<file path="src/rtl/pgs_pkg.sv">
package pgs_pkg;

  // Clock and timing
  localparam int CLK_HZ = 10_000_000;
  localparam int DEGLITCH_US = 40;
  localparam int DEGLITCH_CYC = (DEGLITCH_US * (CLK_HZ / 1_000_000) > 0) ?
                                DEGLITCH_US * (CLK_HZ / 1_000_000) : 1;
  localparam int CNT_W = 16;
  // Edges spent in init so the role pin has crossed the synchronizer
  localparam logic [1:0] ROLE_WAIT = 2'h2;

  // Register offsets
  localparam logic [3:0] ADDR_CTRL = 4'h0;
  localparam logic [3:0] ADDR_STATUS = 4'h4;
  localparam logic [3:0] ADDR_STATE = 4'h8;

  // Control field positions
  localparam int CTRL_BLANK_BIT = 0;
  localparam int CTRL_SINGLE_BIT = 1;
  localparam int CTRL_DISCH_BIT = 2;
  localparam logic [7:0] CTRL_RESET = 8'h04;

  // Status field positions
  localparam int STAT_WARN_BIT = 0;
  localparam int STAT_SHUT_BIT = 1;

  // Role and state
  typedef enum logic [1:0] {PGS_ROLE_INIT, PGS_ROLE_PRI, PGS_ROLE_SEC}
    pgs_role_t;

  // Analog comparator and pin results
  typedef struct packed {
    logic window_fault;   // High when output out of window
    logic enable_in;      // Shared enable line level
    logic uvlo;           // Undervoltage lockout active
    logic soft_start;     // Soft start in progress
    logic hiccup;         // Hiccup protection tripped
    logic voltage_transition;
    logic temp_above_warn;  // Above 150 C
    logic temp_below_130;   // Below 130 C
    logic temp_above_shut;  // Above 170 C
    logic temp_below_150;   // Below 150 C
    logic power_good_line;  // Level of shared power-good wire
    logic chain_out_low;    // Resistor to ground on clock-chain out
  } pgs_sense_t;

  typedef struct packed {
    logic [3:0] addr;
    logic [7:0] wdata;
    logic wr;
    logic rd;
  } pgs_bus_t;

  typedef struct packed {
    logic pg_o;
    logic pg_oe;
    logic en_o;
    logic en_oe;
    logic output_discharge;
    logic switch_stop;
    logic restart_soft_start;
    logic force_dcm;
  } pgs_pins_t;

endpackage : pgs_pkg

</file>
<file path="src/rtl/pgs_supervisor.sv">
`timescale 1ns/100ps
// Contract
// - Standalone or primary drives open-drain power-good
// - Secondary treats power-good line as input
// - Release power-good only when fully good; a secondary releases when its pulldown latch clears
// - Force low on shutdown, disable, UVLO, soft-start
// - Window fault outside 95 to 105 percent
// - Deglitch window result about 40 us
// - Blanking bit ignores window during transition
// - No blanking: fault during transition pulls low; a secondary ignores the window fault
// - Secondary init sets hold and pulldown latches
// - Secondary soft-start done clears pulldown latch
// - Line high clears hold latch, go continuous
// - Above 150 C set warning flag
// - Read clears warning only below 130 C
// - Above 170 C stop, flag, power-good low
// - Shutdown pulls enable low if single bit 0
// - Shutdown discharges output if discharge bit 1
// - Cooled below 150 C restart, release pins
// - Read clears shutdown flag only below 150 C
// - Shutdown with single bit 0 disables stack, auto restart
// - Hiccup pulls power-good low until regulating; a secondary ignores hiccup
// - Role from clock-chain output at init
module pgs_supervisor
  import pgs_pkg::*;
#(
  parameter int DEGLITCH = DEGLITCH_CYC
) (
  // Clock and reset
  input wire logic clk,
  input wire logic reset,
  // Analog and pin inputs
  input wire pgs_pkg::pgs_sense_t sense,
  // Register port
  input wire pgs_pkg::pgs_bus_t bus,
  output logic [7:0] rdata,
  // Pin and converter controls
  output pgs_pkg::pgs_pins_t pins
);
  import pgs_pkg::*;

  // The filter counter must be able to reach the filter length
  if (DEGLITCH < 1 || DEGLITCH >= (1 << CNT_W)) begin : g_bad_deglitch
    $error("DEGLITCH out of range");
  end

  localparam logic [CNT_W-1:0] DG_MAX = CNT_W'(DEGLITCH);

  typedef struct packed {
    pgs_sense_t s1;
    pgs_sense_t s2;
    pgs_role_t role;
    logic [1:0] init_cnt;
    logic [CNT_W-1:0] dg_cnt;
    logic dg_fault;
    logic [7:0] ctrl;
    logic warn;
    logic shut;
    logic in_shut;
    logic ccm_hold_latch;
    logic pulldown_latch;
    logic [7:0] rdata;
    pgs_pins_t pins;
  } pgs_state_t;

  pgs_state_t q, d;
  pgs_sense_t s;
  logic raw_fault;
  logic good;
  logic shut_now;

  assign rdata = q.rdata;
  assign pins = q.pins;

  // Next-state logic for the whole block
  always_comb begin
    d = q;
    s = q.s2;
    // Two-stage sync; only the second stage is read below
    d.s1 = sense;
    d.s2 = q.s1;
    d.rdata = 8'h00;

    // Role taken once after reset from the chain pin; the sync stages
    // still hold their reset zeros at first, so wait for real levels
    if (q.role == PGS_ROLE_INIT) begin
      d.ccm_hold_latch = 1'b1;
      d.pulldown_latch = 1'b1;
      if (q.init_cnt == ROLE_WAIT) begin
        d.role = s.chain_out_low ? PGS_ROLE_SEC : PGS_ROLE_PRI;
      end else begin
        d.init_cnt = q.init_cnt + 2'h1;
      end
    end

    // Window result, blanked during ramps when selected
    raw_fault = s.window_fault;
    if (q.ctrl[CTRL_BLANK_BIT] && s.voltage_transition) begin
      raw_fault = 1'b0;
    end // otherwise the fault passes unchanged

    // Deglitch: fault must hold steady DEGLITCH cycles to change
    if (raw_fault == q.dg_fault) begin
      d.dg_cnt = '0;
    end else if (q.dg_cnt >= DG_MAX - 1'b1) begin
      d.dg_cnt = '0;
      d.dg_fault = raw_fault;
    end else begin
      d.dg_cnt = q.dg_cnt + 1'b1;
    end

    // Thermal shutdown with hysteresis
    shut_now = q.in_shut;
    if (s.temp_above_shut) begin
      shut_now = 1'b1;
    end else if (s.temp_below_150) begin
      shut_now = 1'b0;
    end
    d.in_shut = shut_now;

    // Sticky flags: read clears only on release, set wins
    if (bus.rd && bus.addr == ADDR_STATUS) begin
      d.rdata[STAT_WARN_BIT] = q.warn;
      d.rdata[STAT_SHUT_BIT] = q.shut;
      if (s.temp_below_130) begin
        d.warn = 1'b0;
      end
      if (s.temp_below_150) begin
        d.shut = 1'b0;
      end
    end
    if (s.temp_above_warn) begin
      d.warn = 1'b1;
    end
    if (s.temp_above_shut) begin
      d.shut = 1'b1;
    end

    // Other reads and control writes
    if (bus.rd && bus.addr == ADDR_CTRL) begin
      d.rdata = q.ctrl;
    end
    if (bus.rd && bus.addr == ADDR_STATE) begin
      d.rdata = {3'h0, q.in_shut, q.dg_fault, q.ccm_hold_latch,
                 q.pulldown_latch, q.role == PGS_ROLE_SEC};
    end
    if (bus.wr && bus.addr == ADDR_CTRL) begin
      d.ctrl = {5'h00, bus.wdata[2:0]};
    end

    // Secondary latches
    if (q.role == PGS_ROLE_SEC) begin
      if (!s.soft_start && !shut_now && s.enable_in) begin
        d.pulldown_latch = 1'b0;
      end
      if (!q.pulldown_latch && s.power_good_line) begin
        d.ccm_hold_latch = 1'b0;
      end
      if (shut_now || !s.enable_in || s.uvlo) begin
        d.pulldown_latch = 1'b1; // Re-arm for the next start
        d.ccm_hold_latch = 1'b1;
      end
    end

    // Power-good qualification for primary or standalone
    good = s.enable_in && !s.uvlo && !s.soft_start && !shut_now &&
           !s.hiccup && !q.dg_fault;
    d.pins.pg_o = 1'b0;
    case (q.role)
      PGS_ROLE_PRI: d.pins.pg_oe = !good;
      PGS_ROLE_SEC: d.pins.pg_oe = q.pulldown_latch;
      default: d.pins.pg_oe = 1'b1;
    endcase
    // Only a secondary is held in DCM, so a primary never shows a pulse
    d.pins.force_dcm = q.role == PGS_ROLE_SEC && q.ccm_hold_latch;

    // Shutdown actions on the pins and converter
    d.pins.en_o = 1'b0;
    d.pins.en_oe = shut_now && !q.ctrl[CTRL_SINGLE_BIT];
    d.pins.switch_stop = shut_now;
    d.pins.output_discharge = shut_now &&
                              q.ctrl[CTRL_DISCH_BIT];
    d.pins.restart_soft_start = q.in_shut && !shut_now;
  end

  // Single state register
  always_ff @(posedge clk or posedge reset) begin
    if (reset) begin
      q <= '0;
      q.ctrl <= CTRL_RESET;
      q.role <= PGS_ROLE_INIT;
      q.pins.pg_oe <= 1'b1;
    end else begin
      q <= d;
    end
  end

endmodule : pgs_supervisor

</file>
<file path="config.mk">
export PLATFORM = sky130hd
export DESIGN_NAME = pgs_supervisor
export DESIGN_NICKNAME = d
export VERILOG_FILES = /design/src/rtl/pgs_pkg.sv /design/src/rtl/pgs_supervisor.sv
export SDC_FILE = /design/constraint.sdc
export NUM_CORES = 1
export LEC_CHECK = 0
export ABC_AREA = 1
export BUFFER_PORTS_ARGS = -buffer_cell sky130_fd_sc_hd__buf_2
export CORE_MARGIN = 10
export CORE_UTILIZATION = 49
export CTS_CLUSTER_DIAMETER = 120
export DETAILED_ROUTE_END_ITERATION = 8
export GPL_TIMING_DRIVEN = 0
export PLACE_DENSITY = 0.76
export SLEW_MARGIN = 20
export SYNTH_ARGS = -nofsm -noshare
export SYNTH_HDL_FRONTEND = slang
export SYNTH_SLANG_ARGS = --single-unit
</file>
<file path="constraint.sdc">
create_clock -name clk -period 1.8 [get_ports clk]
set_input_delay 0.27 -clock clk [delete_from_list [all_inputs] [get_ports clk]]
set_output_delay 0.27 -clock clk [all_outputs]
set_load 0.01 [all_outputs]
</file>
==> qor.csv <==
metric,value,unit
status,completed,
grt_usage,0.109,
required,1.53,ns
cp_max_fo,1,
ys_seq_area_frac,0.643,
vias,1572,
crit_type,flop to output pin,
port_buffers,32,
die-area,8240,µm²
clk_pin_slew,0.06,ns
yosysUniqueCellTypes,26,
ios,44,
rsz0062_at_grt,no,
period_minus_slack,1.33,ns
max-vdd-ir-drop,0.692,mV
power.leakage,1.50,nW
wl_per_cell,11.1,µm
gp_congestion,0.786,
diodes,0,
arrival,1.06,ns
yosys_warnings,0,
wl_met3,357,µm
h-tree-depth,3,
cts_buffers,9,
layout_commonest_cell,dfrtp_1,
cts.repair.resized,0,
dp_cells,345,
cts.sinks,63,
max_slew.worst_pin.slew,0.596,ns
crit_path_start_kind,flop,
cpPeakStageDelay,0.52,ns
fin_util,0.617,
syn_to_final_growth,20.3,%
cts_tree,built,
die_w,90.8,µm
fin_ws,0.471,ns
fin_skew,0.00583,ns
register_area,1580,µm²
dpl_cell_area,2760,µm²
finalMaxSlewViolations,0,
multiInputGateArea,668,µm²
netlist_area,2450,µm²
drt-pass1-iter-count,4,
dr_wl_met2,1730,µm
hold_ws,0.0347,ns
grt_max_degree,37,
routed_wl,4010,µm
place_ws,0.496,ns
drt-vias-per-instance,4.35,
slowest_stage,dfstp_2,
synth_area_per_cell,10.5,µm²
finish.instance_area,2950,µm²
drc_errors,0,
powerDensity,1080,nW/µm²
grt_pass1_wl,7270,µm
fillers,416,
final_nets,323,
ys_ff_latch,63,
postCtsSetupRepairBufs,0,
drt_iter0_markers,85,
drtAntennaViolNets,0,
slew_headroom,0.602,
insertion_delay,0.34,ns
maxCapViolCount,0,
grt_antenna_before_repair,0,
row_count,25,
core,4790,µm²
max-clock-path-buffers,2,
globalRouteOverflowTotal,0,
finalHoldViolCount,0,
max_freq,752,MHz
start_util,0.513,
top_layer_used,met4,
fin_crit_sh,0.738,
final_cell_mix,"dfrtp_1, nand2_1, buf_2, inv_1, nor2_1",
drive_gt1_frac,0.259,
grt_pass1_vias,1615,
dp_hpwl,2930,µm
crit_chain,buf_4 > buf_2,
setup_tns,0,ns
hold_path.class,input pin to flop,
finalNonFillerCells,361,
power,3.18,mW
endpoint_kind,output pin,
finalSetupViolations,0,
wl_met1,1830,µm
fp.dieH,90.8,µm
synth_cells,234,
cts-root-buf,clkbuf_8,
[worst paths after layout]
kind                          start      end  slack (ns)  cells past startpoint
setup / recovery            pins[6]  pins[6]        0.47                      2
hold / removal             sense[1]    d[51]        0.03                      1
setup reg to reg              q[30]    q[38]        0.51                      6
hold reg to reg               d[59]    q[59]        0.35                      0
max in group asynchronous     reset    q[23]        0.62                      4
min in group asynchronous     reset    q[37]        0.55                      3
[flip-flops by register name, indices dropped and copies added, names as in the netlist]
register	cells
d	12
pins	6
q	40
rdata	5
[kinds of logic after synthesis]
family,Yosys count,share of synthesized area
AO/OA/AOI/OAI,14,0.0321
XOR/XNOR,4,0.0143
adder cells (fa/ha/maj),5,0.0255
buffers and inverters,50,0.101
flip-flops,63,0.643
other,1,0.00153
AND/OR/NAND/NOR,97,0.182
[cell type report]
type | instances | area share
inverter | 32 | 0.0419
clock buffer | 11 | 0.0445
tap | 67 | 0.0284
buffer | 18 | 0.0436
clock inverter | 4 | 0.0161
multi-input combinational | 132 | 0.226
timing repair buffer | 34 | 0.0644
sequential | 63 | 0.535
[cells in the mapped netlist, drive strengths merged]
cell / n / area (µm²)
dfrtp: 61 / 1530
nand2: 43 / 169
inv: 32 / 120
nor2: 31 / 134
buf: 17 / 125
nand3: 14 / 87.6
nand4: 9 / 56.3
o21ai: 7 / 35.0
ha: 5 / 62.6
a21oi: 3 / 15.0
xor2: 3 / 26.3
dfstp: 2 / 52.6
a21boi: 1 / 7.51
a21o: 1 / 7.51
clkbuf: 1 / 3.75
conb: 1 / 3.75
o21bai: 1 / 7.51
o22ai: 1 / 6.26
xnor2: 1 / 8.76
[per-layer routing]
metal | vias up | track usage
li1 | 806 | -
met1 | 711 | 0.129
met2 | 47 | 0.154
met3 | 8 | 0.0582
met4 | 0 | 0.0627
met5 | - | 0
[critical path: cells and delay by family (launching register included)]
kind | cells | cell delay [ns]
flip-flops | 1 | 0.52
buffers and inverters | 2 | 0.20
[power breakdown]
| part | internal (mW) | leakage [nW] | total (mW) | switching [mW] |
|---|---|---|---|---|
| Clock | 0.627 | 0.0892 | 1.12 | 0.496 |
| Sequential | 1.55 | 0.757 | 1.61 | 0.0638 |
| Combinational | 0.192 | 0.655 | 0.439 | 0.247 |
| Total | 2.37 | 1.50 | 3.18 | 0.807 |
[what timing repair did]
action	in CTS	in global routing
endpoints found under the hold margin	11	0
hold buffers	1	0
endpoints found under the setup margin	0	0
No activity file was read; power rests on OpenSTA's default activity.
